## config.mk

```make
export PLATFORM = sky130hd
export DESIGN_NAME = card_apdu_status_responder
export DESIGN_NICKNAME = d
export VERILOG_FILES = /design/src/apdu_pkg.sv /design/src/card_apdu_status_responder.sv
export SDC_FILE = /design/constraint.sdc
export NUM_CORES = 1
export LEC_CHECK = 0
export BUFFER_PORTS_ARGS = -buffer_cell sky130_fd_sc_hd__buf_2
export CORE_MARGIN = 8
export CORE_UTILIZATION = 38
export CTS_CLUSTER_SIZE = 28
export DETAILED_ROUTE_END_ITERATION = 6
export PLACE_DENSITY_LB_ADDON = 0.25
export SLEW_MARGIN = 20
export SYNTH_ARGS = -nofsm -noshare
export SYNTH_HDL_FRONTEND = slang
export SYNTH_SLANG_ARGS = --single-unit
```

## constraint.sdc

```tcl
create_clock -name sys_clk -period 8.17 [get_ports sys_clk]
set_input_delay 1.634 -clock sys_clk [delete_from_list [all_inputs] [get_ports sys_clk]]
set_output_delay 1.634 -clock sys_clk [all_outputs]
set_load 0.1 [all_outputs]
```

## src/apdu_pkg.sv

```systemverilog
package apdu_pkg;
  localparam logic [3:0]  CLA_HI_BASIC  = 4'h0;
  localparam logic [3:0]  CLA_HI_PROP   = 4'h8;
  localparam logic [7:0]  INS_SELECT    = 8'hA4;
  localparam logic [7:0]  INS_STATUS    = 8'hF2;
  localparam logic [7:0]  INS_READ_BIN  = 8'hB0;
  localparam logic [7:0]  INS_READ_REC  = 8'hB2;
  localparam logic [7:0]  INS_VERIFY    = 8'h20;
  localparam logic [7:0]  INS_UNBLOCK   = 8'h2C;
  localparam logic [7:0]  INS_GET_RSP   = 8'hC0;
  localparam logic [7:0]  P1_BY_ID      = 8'h00;
  localparam logic [7:0]  P1_BY_NAME    = 8'h04;
  localparam logic [7:0]  P2_FCP        = 8'h04;
  localparam logic [7:0]  P2_NO_DATA    = 8'h0C;
  localparam logic [7:0]  P2_STATUS_APP = 8'h00;
  localparam logic [2:0]  REC_NEXT      = 3'h2;
  localparam logic [2:0]  REC_PREV      = 3'h3;
  localparam logic [2:0]  REC_ABS       = 3'h4;
  localparam int          SFI_BIT       = 7;
  localparam logic [15:0] FID_ROOT      = 16'h3F00;
  localparam logic [15:0] SW_OK         = 16'h9000;
  localparam logic [15:0] SW_WRONG_LEN  = 16'h6700;
  localparam logic [15:0] SW_WRONG_P1P2 = 16'h6B00;
  localparam logic [15:0] SW_REC_NF     = 16'h6A83;
  localparam logic [15:0] SW_FILE_NF    = 16'h6A82;
  localparam logic [15:0] SW_INCOMPAT   = 16'h6981;
  localparam logic [15:0] SW_SEC_NS     = 16'h6982;
  localparam logic [15:0] SW_BLOCKED    = 16'h6983;
  localparam logic [15:0] SW_NO_EF      = 16'h6986;
  localparam logic [15:0] SW_INS_NS     = 16'h6D00;
  localparam logic [15:0] SW_CLA_NS     = 16'h6E00;
  localparam logic [15:0] SW_TECH       = 16'h6F00;
  localparam logic [15:0] SW_LCH_NS     = 16'h6881;
  localparam logic [15:0] SW_SM_NS      = 16'h6882;
  localparam logic [7:0]  SW1_VERIFY    = 8'h63;
  localparam logic [3:0]  SW2_CNT_HI    = 4'hC;
  localparam int          P3_IDX        = 4;
  localparam int          DATA_IDX      = 5;
  localparam int          BUF_DEPTH     = 8;
  localparam logic [7:0]  LC_FID        = 8'h02;
  localparam logic [8:0]  FCP_LEN       = 9'h010;
  localparam logic [8:0]  LE_ZERO_LEN   = 9'h100;
  localparam logic [1:0]  RETRY_MAX     = 2'h3;
  localparam logic [7:0]  FILL_BYTE     = 8'hFF;

  typedef enum logic [1:0] {FK_NONE, FK_DF, FK_TRANS, FK_REC} file_kind_t;
endpackage : apdu_pkg

`timescale 1ns/10ps
`default_nettype none
module rsp_serializer
  import apdu_pkg::*;
(
  input  wire logic       sys_clk,
  input  wire logic       reset,
  input  wire logic       start,
  input  wire logic [8:0] data_len,
  input  wire logic [15:0] sw,
  input  wire logic       rsp_ready,
  output logic            rsp_valid,
  output logic [7:0]      rsp_byte,
  output logic            rsp_last,
  output logic            busy
);
  typedef enum logic [1:0] {S_IDLE, S_DATA, S_SW1, S_SW2} ser_state_t;
  ser_state_t  st_q, st_d;
  logic [8:0]  cnt_q, cnt_d;
  logic [15:0] sw_q, sw_d;
  logic        valid_q, valid_d, last_q, last_d;
  logic [7:0]  byte_q, byte_d;

  always_comb begin
    st_d    = st_q;
    cnt_d   = cnt_q;
    sw_d    = sw_q;
    valid_d = valid_q;
    last_d  = last_q;
    byte_d  = byte_q;
    case (st_q)
      S_IDLE: begin
        if (start) begin
          cnt_d   = data_len;
          sw_d    = sw;
          valid_d = 1'b1;
          if (data_len != 9'h000) begin
            st_d   = S_DATA;
            byte_d = FILL_BYTE;
          end else begin
            st_d   = S_SW1;
            byte_d = sw[15:8];
          end
        end
      end
      S_DATA: begin
        if (rsp_ready) begin
          if (cnt_q == 9'h001) begin
            st_d   = S_SW1;
            byte_d = sw_q[15:8]; // Data first, then SW1
          end else begin
            cnt_d = cnt_q - 9'h001;
          end
        end
      end
      S_SW1: begin
        if (rsp_ready) begin
          st_d   = S_SW2;
          byte_d = sw_q[7:0]; // SW2 always follows SW1
          last_d = 1'b1;
        end
      end
      S_SW2: begin
        if (rsp_ready) begin
          st_d    = S_IDLE;
          valid_d = 1'b0;
          last_d  = 1'b0;
        end
      end
      default: st_d = S_IDLE;
    endcase
  end

  always_ff @(posedge sys_clk or posedge reset) begin
    if (reset) begin
      st_q    <= S_IDLE;
      cnt_q   <= 9'h000;
      sw_q    <= 16'h0000;
      valid_q <= 1'b0;
      last_q  <= 1'b0;
      byte_q  <= 8'h00;
    end else begin
      st_q    <= st_d;
      cnt_q   <= cnt_d;
      sw_q    <= sw_d;
      valid_q <= valid_d;
      last_q  <= last_d;
      byte_q  <= byte_d;
    end
  end

  assign rsp_valid = valid_q;
  assign rsp_byte  = byte_q;
  assign rsp_last  = last_q;
  assign busy      = (st_q != S_IDLE);
endmodule : rsp_serializer
`default_nettype wire

```

## src/card_apdu_status_responder.sv

```systemverilog
`timescale 1ns/10ps
`default_nettype none
module card_apdu_status_responder
  import apdu_pkg::*;
#(
  parameter logic [15:0] TRANS_FID  = 16'h6F07,
  parameter logic [15:0] TRANS_FID2 = 16'h6F7E,
  parameter logic [15:0] REC_FID    = 16'h6FB7,
  parameter logic [8:0]  TRANS_SIZE = 9'h009,
  parameter logic [7:0]  REC_COUNT  = 8'h01,
  parameter logic [8:0]  REC_LEN    = 9'h004,
  parameter logic [63:0] PIN_CODE   = 64'h31323334FFFFFFFF,
  parameter logic [63:0] PUK_CODE   = 64'h3132333435363738
)(
  input  wire logic       sys_clk,
  input  wire logic       reset,
  input  wire logic       cmd_valid,
  input  wire logic [7:0] cmd_byte,
  input  wire logic       cmd_last,
  output logic            cmd_ready,
  input  wire logic       rsp_ready,
  output logic            rsp_valid,
  output logic [7:0]      rsp_byte,
  output logic            rsp_last,
  output logic            code_blocked
);
  import apdu_pkg::*;

  typedef enum logic [1:0] {M_COLLECT, M_EXEC, M_SEND} main_state_t;

  function automatic logic [8:0] le_len(input logic [7:0] le);
    le_len = (le == 8'h00) ? LE_ZERO_LEN : {1'b0, le};
  endfunction : le_len

  function automatic logic [8:0] min9(input logic [8:0] a, input logic [8:0] b);
    min9 = (a < b) ? a : b;
  endfunction : min9

  function automatic logic [8:0] sel_len(input logic [7:0] p2v, input logic [8:0] lev);
    sel_len = (p2v == P2_FCP) ? min9(FCP_LEN, lev) : 9'h000;
  endfunction : sel_len

  main_state_t st_q, st_d;
  logic [7:0]  hdr_q [0:P3_IDX];
  logic [7:0]  hdr_d [0:P3_IDX];
  logic [7:0]  buf_q [0:BUF_DEPTH-1];
  logic [7:0]  buf_d [0:BUF_DEPTH-1];
  logic [8:0]  n_q, n_d;
  logic [7:0]  lastb_q, lastb_d;
  logic        ready_q, ready_d;
  file_kind_t  kind_q, kind_d;
  logic [7:0]  rec_q, rec_d;
  logic [1:0]  tries_q, tries_d;
  logic        blk_q, blk_d;
  logic        start;
  logic [8:0]  len;
  logic [15:0] sw;
  logic        busy;

  logic [7:0]  cla, ins, p1, p2, p3;
  logic [8:0]  lc;
  logic [8:0]  le;
  logic [15:0] fid;
  logic [63:0] code;
  logic [8:0]  offs;

  assign cla  = hdr_q[0];
  assign ins  = hdr_q[1];
  assign p1   = hdr_q[2];
  assign p2   = hdr_q[3];
  assign p3   = hdr_q[P3_IDX];
  assign fid  = {buf_q[0], buf_q[1]};
  assign code = {buf_q[0], buf_q[1], buf_q[2], buf_q[3],
                 buf_q[4], buf_q[5], buf_q[6], buf_q[7]};
  assign offs = {p1[0], p2};

  // Case 1/2 when no body follows P3, otherwise Lc then optional Le
  always_comb begin
    if (n_q <= 9'(DATA_IDX)) begin
      lc = 9'h000;
      le = (n_q == 9'(DATA_IDX)) ? le_len(p3) : 9'h000;
    end else begin
      lc = {1'b0, p3};
      le = (n_q == {1'b0, p3} + 9'(DATA_IDX + 1)) ? le_len(lastb_q) : 9'h000;
    end
  end

  always_comb begin
    st_d    = st_q;
    hdr_d   = hdr_q;
    buf_d   = buf_q;
    n_d     = n_q;
    lastb_d = lastb_q;
    ready_d = ready_q;
    kind_d  = kind_q;
    rec_d   = rec_q;
    tries_d = tries_q;
    blk_d   = blk_q;
    start   = 1'b0;
    len     = 9'h000;
    sw      = SW_OK; // Default ending for correct execution
    case (st_q)
      M_COLLECT: begin
        if (cmd_valid && ready_q) begin
          lastb_d = cmd_byte;
          if (n_q <= 9'(P3_IDX)) begin
            hdr_d[n_q[2:0]] = cmd_byte;
          end else if (n_q < 9'(DATA_IDX + BUF_DEPTH)) begin
            buf_d[3'(n_q - 9'(DATA_IDX))] = cmd_byte;
          end
          // Long bodies are counted but only the first bytes are kept
          if (n_q != 9'h1FF) begin
            n_d = n_q + 9'h001;
          end
          if (cmd_last) begin
            st_d    = M_EXEC;
            ready_d = 1'b0;
          end
        end
      end
      M_EXEC: begin
        start = 1'b1;
        st_d  = M_SEND;
        if (n_q < 9'(P3_IDX)) begin
          sw = SW_WRONG_LEN; // Header shorter than four bytes
        end else if (cla[7:4] != CLA_HI_BASIC && cla[7:4] != CLA_HI_PROP) begin
          sw = SW_CLA_NS;
        end else if (cla[3:2] != 2'b00) begin
          sw = SW_SM_NS;
        end else if (cla[1:0] != 2'b00) begin
          sw = SW_LCH_NS;
        end else begin
          // Both accepted class families share the decoder
          case (ins)
            INS_SELECT: begin
              if (p1 == P1_BY_NAME) begin
                kind_d = FK_DF;
                len    = sel_len(p2, le);
              end else if (lc != {1'b0, LC_FID}) begin
                sw = SW_WRONG_LEN;
              end else if (fid == FID_ROOT) begin
                kind_d = FK_DF;
                rec_d  = 8'h00;
                len    = sel_len(p2, le);
              end else if (fid == TRANS_FID || fid == TRANS_FID2) begin
                kind_d = FK_TRANS;
                len    = sel_len(p2, le);
              end else if (fid == REC_FID) begin
                kind_d = FK_REC;
                rec_d  = 8'h00;
                len    = sel_len(p2, le);
              end else begin
                sw = SW_FILE_NF; // Selection left unchanged
              end
            end
            INS_STATUS: begin
              // P2 0C gives status only, with or without a length byte
              len = (p2 == P2_NO_DATA) ? 9'h000 : min9(FCP_LEN, le);
            end
            INS_READ_BIN: begin
              if (p1[SFI_BIT]) begin
                len = 9'h000; // Short identifier reads not modelled here
                sw  = SW_NO_EF;
              end else if (kind_q == FK_NONE || kind_q == FK_DF) begin
                sw = SW_NO_EF;
              end else if (kind_q == FK_REC) begin
                sw = SW_INCOMPAT;
              end else if (offs >= TRANS_SIZE) begin
                sw = SW_WRONG_P1P2;
              end else begin
                len = min9(le, TRANS_SIZE - offs);
              end
            end
            INS_READ_REC: begin
              if (kind_q == FK_NONE || kind_q == FK_DF) begin
                sw = SW_NO_EF;
              end else if (kind_q == FK_TRANS) begin
                sw = SW_INCOMPAT;
              end else begin
                case (p2[2:0])
                  REC_NEXT: begin
                    if (rec_q >= REC_COUNT) begin
                      sw = SW_REC_NF;
                    end else begin
                      rec_d = rec_q + 8'h01;
                      len   = REC_LEN;
                    end
                  end
                  REC_PREV: begin
                    if (rec_q <= 8'h01) begin
                      sw = SW_REC_NF;
                    end else begin
                      rec_d = rec_q - 8'h01;
                      len   = REC_LEN;
                    end
                  end
                  REC_ABS: begin
                    if (p1 == 8'h00 || p1 > REC_COUNT) begin
                      sw = SW_REC_NF;
                    end else begin
                      len = REC_LEN;
                    end
                  end
                  default: sw = SW_WRONG_P1P2;
                endcase
              end
            end
            INS_VERIFY: begin
              if (blk_q) begin
                sw = SW_BLOCKED;
              end else if (code == PIN_CODE) begin
                tries_d = RETRY_MAX;
              end else begin
                tries_d = tries_q - 2'h1;
                blk_d   = (tries_q == 2'h1);
                sw      = {SW1_VERIFY, SW2_CNT_HI, 2'b00, tries_q - 2'h1};
              end
            end
            INS_UNBLOCK: begin
              if (code == PUK_CODE) begin
                tries_d = RETRY_MAX;
                blk_d   = 1'b0;
              end else begin
                sw = SW_SEC_NS;
              end
            end
            // Data is always returned inline, so nothing is ever pending
            INS_GET_RSP: sw = SW_TECH;
            default:     sw = SW_INS_NS;
          endcase
        end
      end
      M_SEND: begin
        if (!busy) begin
          st_d    = M_COLLECT;
          n_d     = 9'h000;
          ready_d = 1'b1;
        end
      end
      default: st_d = M_COLLECT;
    endcase
  end

  always_ff @(posedge sys_clk or posedge reset) begin
    if (reset) begin
      st_q    <= M_COLLECT;
      n_q     <= 9'h000;
      lastb_q <= 8'h00;
      ready_q <= 1'b1;
      kind_q  <= FK_NONE;
      rec_q   <= 8'h00;
      tries_q <= RETRY_MAX;
      blk_q   <= 1'b0;
      for (int i = 0; i <= P3_IDX; i++) begin
        hdr_q[i] <= 8'h00;
      end
      for (int i = 0; i < BUF_DEPTH; i++) begin
        buf_q[i] <= 8'h00;
      end
    end else begin
      st_q    <= st_d;
      n_q     <= n_d;
      lastb_q <= lastb_d;
      ready_q <= ready_d;
      kind_q  <= kind_d;
      rec_q   <= rec_d;
      tries_q <= tries_d;
      blk_q   <= blk_d;
      hdr_q   <= hdr_d;
      buf_q   <= buf_d;
    end
  end

  rsp_serializer u_ser (
    .sys_clk   (sys_clk),
    .reset     (reset),
    .start     (start),
    .data_len  (len),
    .sw        (sw),
    .rsp_ready (rsp_ready),
    .rsp_valid (rsp_valid),
    .rsp_byte  (rsp_byte),
    .rsp_last  (rsp_last),
    .busy      (busy)
  );

  assign cmd_ready    = ready_q;
  assign code_blocked = blk_q;
endmodule : card_apdu_status_responder
`default_nettype wire

```

==> results.py, run 1 <==
metrics = {
    "sta": {
        "setup_viol": 0,
        "max_slew_margin": 0.300,
        "setup_tns_ps": 0,
        "fmax_mhz": 196,
        "max_slew.worst_pin.slew_ps": 1020,
        "setup_ws_ps": 3070,
        "maxSlewViolCount": 0,
        "fin_crit_sh": 0.624,
        "rsz0062_at_grt": "false",
        "skew_ps": 9.81,
        "hold_violations": 0,
        "period_needed_ps": 5100,
    },
    "detailed_routing": {
        "drt_iter0_drc": 674,
        "viasPerCell": 5.78,
        "wl_mm": 25.1,
        "route.vias.total": 7531,
        "drc": 0,
        "dr.pass1.iters": 5,
        "drtAntennaViolNets": 0,
        "wire_per_inst_um": 19.2,
    },
    "final_layout": {
        "multi_input_area_sq_um": 5120,
        "drive_above_1_share": 0.208,
        "register_area_sq_um": 4210,
        "num_antenna_cells": 0,
        "nFillCells": 2467,
        "syn2layout_area_growth_pct": 9.96,
        "fin_nets": 1000,
    },
    "floorplan": {
        "core_region_area_sq_um": 25100,
        "die_y_um": 176,
        "die_w_um": 176,
        "std_cell_rows": 58,
        "die-area_sq_um": 30900,
        "pin_count": 25,
        "start_util": 0.386,
    },
    "cts": {
        "clkLatencyLatePin_ps": 440,
        "ctsResizeCount": 0,
        "cts_root_buf": "clkbuf_16",
        "cts_hold_buf": 0,
        "htreeDepth": 4,
        "cts_buffers": 17,
        "cts_tree": "built",
        "cts.sinks": 168,
        "postCtsSetupBuffers": 0,
        "clock_path_buffers": 2,
        "cts.clk_slew.worst_paths_ps": 70,
    },
    "placement": {
        "gp_congestion": 0.895,
        "dp_hpwl_mm": 17.7,
        "place_ws_ps": 3220,
        "io_buffers": 24,
    },
    "grt": {
        "grt_pass1_vias": 7482,
        "grt.total_usage": 0.165,
        "gr-total-overflow": 0,
        "grt_pass1_wl_mm": 40.8,
        "antenna_found_initial": 0,
        "grt_start_max_net_pins": 74,
    },
    "logic_synthesis": {
        "yosysWarnings": 0,
        "synth_top_cell_by_area": "dfrtp_1",
        "yosysUniqueCellTypes": 95,
        "syn_nets": 1002,
        "synth_commonest_cells": "dfrtp_1, mux2_2, nand2_1",
        "synth_flop_cell": "dfrtp_1",
        "synth_edf_count": 0,
        "ys_seq_area_frac": 0.434,
        "ys_ff_latch": 168,
        "synth_top_area_share": 0.426,
        "netlist_area_sq_um": 9690,
        "ys_top_cells_by_area": "dfrtp_1, mux2_2, ha_1, nand2_1, o21ai_0",
        "async_flop_share": 1.00,
        "syn_inst": 963,
        "yosysMostFrequentCell": "dfrtp_1",
        "synth_area_per_cell_sq_um": 10.1,
    },
    "setup_path": {
        "r2r_cells": 17,
        "worst_setup_path_end_kind": "flip-flop",
        "critPathKind": "flip-flop to flip-flop",
        "r2r_end": "u_ser.rsp_byte[1]$_DFFE_PP0P_",
        "r2r_start": "p3[1]$_DFFE_PP0P_",
        "max_stage_delay_ps": 490,
        "required_ps": 8470,
        "path_cells": "inv_1 > ha_1 > xor2_1 > nand3_1 > nor3_1 > and3_4 > a22o_1 > ha_1 > a211oi_1 > o21bai_1 > a211oi_2 > a21oi_1 > a21oi_1 > and3_1 > o311ai_2 > nor4_4 > a31oi_1",
        "path_max_fanout": 12,
        "crit_path_start_kind": "flip-flop",
        "cp.arrival_ps": 5400,
        "rrSetupSlack_ps": 3070,
        "cpMaxStageDelayCell": "dfrtp_1",
    },
    "pwr": {
        "p_leak_nw": 4.57,
        "power_density_nw_per_um2": 354,
        "vdd_drop_max_v": 0.000265,
    },
    "worst_hold_path": {
        "min_path_type": "flip-flop to flip-flop",
        "hp-start": "u_ser.rsp_byte[4]$_DFFE_PP0P_",
        "min_to": "u_ser.rsp_byte[4]$_DFFE_PP0P_",
        "hold_path_depth": 2,
    },
    "run": {
        "max_cap_viol_count": 0,
    },
    "run_status": {
        "status": "finished, final reports clean",
    },
}
==> cells in the final DEF (no fill, tap or decap), types with 4 or more instances in the layout <==
master and instances:
dfrtp_1 165, mux2_2 106, nand2_1 84, o21ai_0 61, nor2_1 49, a21oi_1 46
inv_1 39, ha_1 26, nand4_1 24, nor3_1 24, buf_2 24, nor4_1 22
nand3_1 21, xor2_1 17, clkbuf_16 17, o31ai_1 12, and2_1 11, nor2b_1 10
a22o_1 10, nand2b_1 9, a31oi_1 9, or4_1 8, xnor2_1 8, or3_1 8
and3_1 7, nand4b_1 6, a41oi_1 6, a2111oi_0 6, nor4b_1 5, a21boi_0 5
a22oi_1 5, inv_6 5, o211ai_1 4, a211oi_1 4, a21o_1 4, inv_8 4
buf_4 4
==> registers in the layout, summed over array words and instances, names as in the netlist <==
signal	flops
ins	8
kind_q	2
st_q	2
n_q	9
p3	8
tries_q	2
buf_q	64
u_ser.rsp_byte	8
lastb_q	8
p1	8
u_ser.sw_q	11
rec_q	8
code_blocked	1
u_ser.st_q	2
cmd_ready	1
u_ser.cnt_q	9
cla	7
u_ser.rsp_last	1
u_ser.rsp_valid	1
p2	8
==> power by group <==
group	internal, mW	switching [mW]
clock network	0.464	0.381
registers	1.13	0.308
logic	0.578	0.909
total	2.17	1.60
==> critical path: cells and delay by family, from the launching register on <==
kind / cells / cell delay (ps)
and+or+nand+nor: 5 / 1650
adders and majority gates: 2 / 570
buffers and inverters: 1 / 100
AOI/OAI and AO/OA: 8 / 2000
xor gates and xnor gates: 1 / 130
DFF: 1 / 490
==> logic make-up after synthesis <==
family,synth area share
compound gates,0.163
xor+xnor,0.0226
fa+ha+maj,0.0336
buf+inv,0.0372
flops,0.434
mux,0.125
simple gates,0.184
==> metrics by stage <==
stage | hold WS [ps] | util | cell area [sq um] | power, mW | cells
after global placement | 458 | 0.400 | 10000 | 2.90 | 1272
after floorplan | 443 | - | 9690 | 2.56 | 963
final | 475 | 0.424 | 10700 | 3.77 | 1304
after detailed placement | 466 | 0.400 | 10000 | 2.92 | 1272
after global routing | 511 | 0.424 | 10700 | 4.02 | 1304
after CTS | 483 | 0.424 | 10700 | 3.78 | 1304
==> per-layer routing <==
layer | track usage | share of wire | up-vias
met5 | 0 | 0 | -
met4 | 0.0579 | 0.021 | 0
met3 | 0.0314 | 0.039 | 47
met2 | 0.263 | 0.46 | 163
met1 | 0.221 | 0.48 | 3734
li1 | - | - | 3587
==> worst max path at each step <==
stage               cells after the start  slack [ps]               from                       endpoint
global placement                       17        3360  p3[1]$_DFFE_PP0P_  u_ser.rsp_byte[3]$_DFFE_PP0P_
global route                           17        2640  p3[1]$_DFFE_PP0P_  u_ser.rsp_byte[3]$_DFFE_PP0P_
detailed placement                     17        3220  p3[1]$_DFFE_PP0P_  u_ser.rsp_byte[3]$_DFFE_PP0P_
floorplan                               1        1990              reset           buf_q[0]$_DFFE_PP0P_
CTS                                    17        3190  p3[1]$_DFFE_PP0P_  u_ser.rsp_byte[3]$_DFFE_PP0P_
finish                                 17        3070  p3[1]$_DFFE_PP0P_  u_ser.rsp_byte[1]$_DFFE_PP0P_
==> layout make-up <==
class / count / area share
Multi-Input combinational cell: 706 / 0.481
Clock inverter: 15 / 0.0170
Clock buffer: 17 / 0.0399
Inverter: 40 / 0.0146
Timing Repair Buffer: 28 / 0.0141
Sequential cell: 168 / 0.395
Tap cell: 330 / 0.0388
Note: power is estimated with default switching activity, not from simulation.
==> run 2: changes to the inputs <==
==> constraint.sdc (replaced) <==
create_clock -name sys_clk -period 4.7 [get_ports sys_clk]
set_input_delay 0.94 -clock sys_clk [delete_from_list [all_inputs] [get_ports sys_clk]]
set_output_delay 0.94 -clock sys_clk [all_outputs]
set_load 0.1 [all_outputs]
==> results.py, run 2 (synthesis results as in run 1) <==
metrics = {
    "cts": {
        "cts_tree": "built",
        "htreeDepth": 4,
        "cts_root_buf": "clkbuf_16",
        "cts_hold_buf": 0,
        "clkLatencyLatePin_ps": 430,
        "cts.clk_slew.worst_paths_ps": 70,
        "clock_path_buffers": 2,
        "cts.sinks": 168,
        "cts_buffers": 17,
    },
    "sta": {
        "setup_ws_ps": 223,
        "skew_ps": 12.6,
        "hold_violations": 0,
        "max_slew_margin": 0.466,
        "setup_tns_ps": 0,
        "maxSlewViolCount": 0,
        "setup_viol": 0,
        "period_needed_ps": 4480,
        "fmax_mhz": 223,
        "whs_ps": 485,
        "max_slew.worst_pin.slew_ps": 798,
        "fin_crit_sh": 0.953,
    },
    "pwr": {
        "power.switching_mw": 2.79,
        "internal_power_mw": 3.80,
        "vdd_drop_max_v": 0.000404,
        "combPwrFrac": 0.413,
        "p_leak_nw": 4.67,
        "sequentialPowerShare": 0.372,
        "clkPwrFrac": 0.215,
        "netSwitchingFraction": 0.424,
        "total_power_mw": 6.59,
        "power_density_nw_per_um2": 608,
    },
    "final_layout": {
        "num_antenna_cells": 0,
        "top_regs": "buf_q: 64 flops, u_ser.sw_q: 11 flops",
        "largest_reg_flops": 64,
        "syn2layout_area_growth_pct": 11.8,
        "design_area_sq_um": 10800,
        "drive_above_1_share": 0.232,
        "most-common-layout-cells": "dfrtp_1, mux2_2, nand2_1",
        "final_common_cell": "dfrtp_1",
        "largest_register": "buf_q",
        "fin_nets": 1022,
    },
    "placement": {
        "gp_congestion": 0.908,
        "place_ws_ps": 31.1,
        "dpl-instance-area_sq_um": 10200,
        "io_buffers": 24,
        "dp_hpwl_mm": 18.1,
    },
    "detailed_routing": {
        "wire_per_inst_um": 19.1,
        "drtAntennaViolNets": 0,
        "wl_mm": 25.3,
        "route.vias.total": 7634,
        "viasPerCell": 5.76,
        "drc": 0,
        "dr.pass1.iters": 5,
        "drt_iter0_drc": 533,
    },
    "run": {
        "max_cap_viol_count": 0,
    },
    "floorplan": {
        "die_y_um": 176,
        "pin_count": 25,
        "core_region_area_sq_um": 25100,
        "std_cell_rows": 58,
        "die-area_sq_um": 30900,
        "start_util": 0.386,
        "die_w_um": 176,
    },
    "setup_path": {
        "path_cells": "inv_1 > ha_1 > or3_1 > a2bb2oi_1 > o221a_2 > and3_4 > a22o_1 > ha_1 > a211oi_1 > o21bai_1 > a211oi_2 > buf_4 > a2111oi_0 > a211oi_2 > o2111ai_2 > nor4_4 > buf_4 > a31oi_1",
        "max_stage_delay_ps": 430,
        "required_ps": 5000,
        "crit_family": "compound AO/OA/AOI/OAI gates",
        "crit_path_start_kind": "flip-flop",
        "critPathKind": "flip-flop to flip-flop",
        "crit_buf_inv": 3,
        "worst_setup_path_end_kind": "flip-flop",
        "cp.arrival_ps": 4770,
        "path_max_fanout": 7,
        "cpMaxStageDelayCell": "dfrtp_2",
    },
    "grt": {
        "antenna_found_initial": 0,
        "grt_pass1_vias": 7481,
        "grt.total_usage": 0.168,
        "grt_pass1_wl_mm": 41.6,
        "gr-total-overflow": 0,
        "grt_start_max_net_pins": 105,
    },
    "worst_hold_path": {
        "min_path_type": "flip-flop to flip-flop",
    },
    "run_status": {
        "status": "finished, final reports clean",
    },
}
-- run 2: cell count changes in the layout (fill, tap and decap cells not counted), moves of 2 or more --
cell,previous run,this run
inv_6,5,3
dfrtp_1,165,162
a21oi_2,1,3
a21oi_1,46,44
buf_4,4,25
dfrtp_2,0,3
-- run 2: tightest hold or removal path, delay by kind of cell (launching register included) --
family	cells	cell delay [ps]
flops	1	360
compound gates	1	60
buf+inv	1	60
-- run 2: final timing paths --
| path | from | endpoint | slack, ps | cells after the start |
|---|---|---|---|---|
| max | p3[2]$_DFFE_PP0P_ | u_ser.rsp_byte[3]$_DFFE_PP0P_ | 220 | 18 |
| min | tries_q[1]$_DFFE_PP1P_ | tries_q[1]$_DFFE_PP1P_ | 490 | 2 |
| min reg2reg | tries_q[1]$_DFFE_PP1P_ | tries_q[1]$_DFFE_PP1P_ | 490 | 2 |
| min in group asynchronous | reset | buf_q[25]$_DFFE_PP0P_ | 580 | 2 |
| max in group asynchronous | reset | u_ser.cnt_q[0]$_DFFE_PP0P_ | 3140 | 3 |
| max reg2reg | p3[2]$_DFFE_PP0P_ | u_ser.rsp_byte[3]$_DFFE_PP0P_ | 220 | 18 |
-- run 2: area by class of cell --
cell class / count / area [sq um]
clock buffer: 18 / 429
clock inverter: 14 / 158
fill: 2462 / 14300
inverter: 40 / 154
multi-input combinational: 706 / 5140
sequential: 168 / 4210
tap: 330 / 413
timing repair buffer: 50 / 328
-- run 2: timing repair --
action	4_1_cts	5_1_grt
buffers inserted	0	3
setup endpoints to repair	0	10
gates resized for setup	0	9
endpoints found under the hold margin	0	0
-- run 2: stage by stage --
stage / util / instances
global route: 0.431 / 1326
global placement: 0.406 / 1291
finish: 0.431 / 1326
CTS: 0.430 / 1323
floorplan: - / 963
detailed placement: 0.406 / 1291
-- run 2: per-layer routing --
metal / part of all wire / track usage
met1: 0.48 / 0.231
met2: 0.46 / 0.262
met3: 0.036 / 0.0298
met4: 0.026 / 0.0590
met5: 0 / 0
-- run 2: power by group through the flow --
stage                     clock network [mW]  logic [mW]  registers (mW)
after global placement                     0        2.67            2.45
final                                   1.42        2.72            2.45
after detailed placement                   0        2.70            2.47
after CTS                               1.45        2.71            2.44
after global routing                    1.51        3.02            2.53
after floorplan                            0        1.88            2.58
==> run 3: changes to the inputs <==
--- a/config.mk
+++ b/config.mk
@@ -14,4 +14,5 @@
 export SLEW_MARGIN = 20
 export SYNTH_ARGS = -nofsm -noshare
 export SYNTH_HDL_FRONTEND = slang
+export SYNTH_HIERARCHICAL = 1
 export SYNTH_SLANG_ARGS = --single-unit
==> results.py, run 3 <==
metrics = {
    "run_status": {
        "status": "finished, final reports clean",
    },
    "logic_synthesis": {
        "ys_seq_area_frac": 0.447,
        "syn_inst": 944,
        "synth_edf_count": 0,
        "ys_top_cells_by_area": "dfrtp_1, mux2_2, mux2_1, nand2_1, ha_1",
        "ys_ff_latch": 173,
        "synth_top_area_share": 0.438,
        "yosysMostFrequentCell": "dfrtp_1",
        "yosysUniqueCellTypes": 80,
        "synth_area_per_cell_sq_um": 10.3,
        "synth_top_cell_by_area": "dfrtp_1",
        "netlist_area_sq_um": 9700,
        "synth_flop_cell": "dfrtp_1",
        "yosysWarnings": 6,
        "async_flop_share": 1.00,
        "synth_commonest_cells": "dfrtp_1, nand2_1, mux2_2",
    },
    "run": {
        "max_cap_viol_count": 0,
    },
    "placement": {
        "gp_congestion": 0.886,
        "io_buffers": 24,
        "dp_hpwl_mm": 17.1,
        "dp_cells": 1291,
    },
    "final_layout": {
        "layout.cells.non_filler": 1328,
        "drive_above_1_share": 0.202,
        "fin_nets": 1025,
        "num_antenna_cells": 0,
        "syn2layout_area_growth_pct": 14.3,
        "finalCoreUtilization": 0.442,
        "top_regs": "buf_q: 64 flops, u_ser/sw_q: 16 flops",
        "largest_reg_flops": 64,
        "most-common-layout-cells": "dfrtp_1, nand2_1, mux2_2",
        "multi_input_area_sq_um": 5180,
        "register_area_sq_um": 4340,
        "nFillCells": 2418,
        "largest_register": "buf_q",
        "final_common_cell": "dfrtp_1",
    },
    "detailed_routing": {
        "drtAntennaViolNets": 0,
        "drc": 0,
        "viasPerCell": 5.49,
        "wl_mm": 24.1,
        "route.vias.total": 7286,
        "wire_per_inst_um": 18.1,
        "dr.pass1.iters": 5,
        "drt_iter0_drc": 591,
    },
    "floorplan": {
        "std_cell_rows": 58,
        "die_w_um": 176,
        "core_region_area_sq_um": 25100,
        "start_util": 0.386,
        "die-area_sq_um": 30900,
        "pin_count": 25,
        "die_y_um": 176,
    },
    "setup_path": {
        "critPathKind": "flip-flop to flip-flop",
        "cpMaxStageDelayCell": "or4_1",
        "max_stage_delay_ps": 510,
        "cp.arrival_ps": 4720,
        "path_cells": "inv_1 > ha_4 > or4_1 > nand4_1 > a211oi_2 > buf_4 > a22o_1 > ha_1 > nand4_1 > nor3_2 > inv_1 > o21bai_1 > a311o_1 > buf_6 > nand2b_1 > o21a_1 > nor2_1 > nor4_4 > nand2_2 > o32ai_1 > mux2i_1",
        "required_ps": 5000,
        "crit_path_start_kind": "flip-flop",
        "worst_setup_path_end_kind": "flip-flop",
        "path_max_fanout": 9,
    },
    "pwr": {
        "p_leak_nw": 5.03,
        "total_power_mw": 6.69,
        "power_density_nw_per_um2": 603,
        "vdd_drop_max_v": 0.000414,
    },
    "sta": {
        "setup_tns_ps": 0,
        "fmax_mhz": 226,
        "period_needed_ps": 4420,
        "rsz0062_at_grt": "false",
        "hold_violations": 0,
        "max_slew.worst_pin.slew_ps": 1020,
        "max_slew_margin": 0.318,
        "setup_viol": 0,
        "skew_ps": 14.3,
        "fin_crit_sh": 0.941,
        "maxSlewViolCount": 0,
    },
    "cts": {
        "cts_root_buf": "clkbuf_16",
        "htreeDepth": 4,
        "cts.sinks": 173,
        "clock_path_buffers": 2,
        "cts.clk_slew.worst_paths_ps": 80,
        "clkLatencyLatePin_ps": 440,
        "cts_buffers": 17,
        "cts_tree": "built",
    },
    "grt": {
        "grt_start_max_net_pins": 100,
        "gr-total-overflow": 0,
        "grt_pass1_vias": 7246,
        "grt.total_usage": 0.158,
        "grt_pass1_wl_mm": 39.5,
        "antenna_found_initial": 0,
    },
    "worst_hold_path": {
        "min_path_type": "flip-flop to flip-flop",
    },
}
-- run 3: worst paths after layout --
check	start	slack (ps)	to	cells past startpoint
worst max-delay path	p3[1]$_DFFE_PP0P_	280	u_ser/rsp_byte[4]$_DFFE_PP0P_	21
worst min-delay path	buf_q[37]$_DFFE_PP0P_	480	buf_q[37]$_DFFE_PP0P_	1
worst max register to register	p3[1]$_DFFE_PP0P_	280	u_ser/rsp_byte[4]$_DFFE_PP0P_	21
worst min register to register	buf_q[37]$_DFFE_PP0P_	480	buf_q[37]$_DFFE_PP0P_	1
max in group asynchronous	reset	3120	cmd_ready$_DFFE_PP1P_	3
min in group asynchronous	reset	570	u_ser/rsp_last$_DFFE_PP0P_	2
-- run 3: timing repair --
item	in CTS	in global routing
buffers inserted	0	3
hold buffers	0	0
setup endpoints to repair	0	10
resized for setup	0	23
-- run 3: per-stage QoR --
step                cell area, sq um  hold slack, ps  setup WS, ps
global placement               10300             461           234
CTS                            10900             489          94.3
detailed placement             10300             470           141
finish                         11100             482           277
floorplan                       9710             448           126
global route                   11100             503          14.0
-- run 3: metal layers --
layer  vias up  GRT usage  wire [um]
met3        27     0.0271        763
met1      3576      0.220      12000
li1       3554          -          -
met2       129      0.248      11000
met5         -          0          0
met4         0     0.0456        330
-- run 3: report_power, final --
group,internal [mW],switching [mW]
Clock,0.832,0.687
Sequential,1.96,0.417
Combinational,1.11,1.68
-- run 3: worst max-delay path, delay by kind of cell (launching register included) --
family / cells / cell delay, ps
AND/OR/NAND/NOR: 8 / 1720
buffers and inverters: 4 / 480
flip-flops: 1 / 350
multiplexers: 1 / 110
AO/OA/AOI/OAI: 6 / 1120
adder cells (fa/ha/maj): 2 / 500
-- run 3: cells by family (layout without fill, tap and decap cells) --
| logic type | count (synthesis) | count (layout) | synth area share |
|---|---|---|---|
| AND/OR/NAND/NOR | 343 | 344 | 0.189 |
| adder cells (fa/ha/maj) | 27 | 27 | 0.0348 |
| multiplexers | 132 | 132 | 0.151 |
| other | 1 | 3 | 0.000386 |
| XOR/XNOR | 32 | 32 | 0.0289 |
| buffers and inverters | 82 | 133 | 0.0333 |
| AO/OA/AOI/OAI | 154 | 154 | 0.116 |
| flip-flops | 173 | 173 | 0.447 |
-- run 3: cell type report --
class / instances / area share
Clock buffer: 18 / 0.0396
Multi-Input combinational cell: 692 / 0.467
Sequential cell: 173 / 0.391
Clock inverter: 14 / 0.0175
Tap cell: 330 / 0.0372
Inverter: 49 / 0.0170
Timing Repair Buffer: 52 / 0.0305
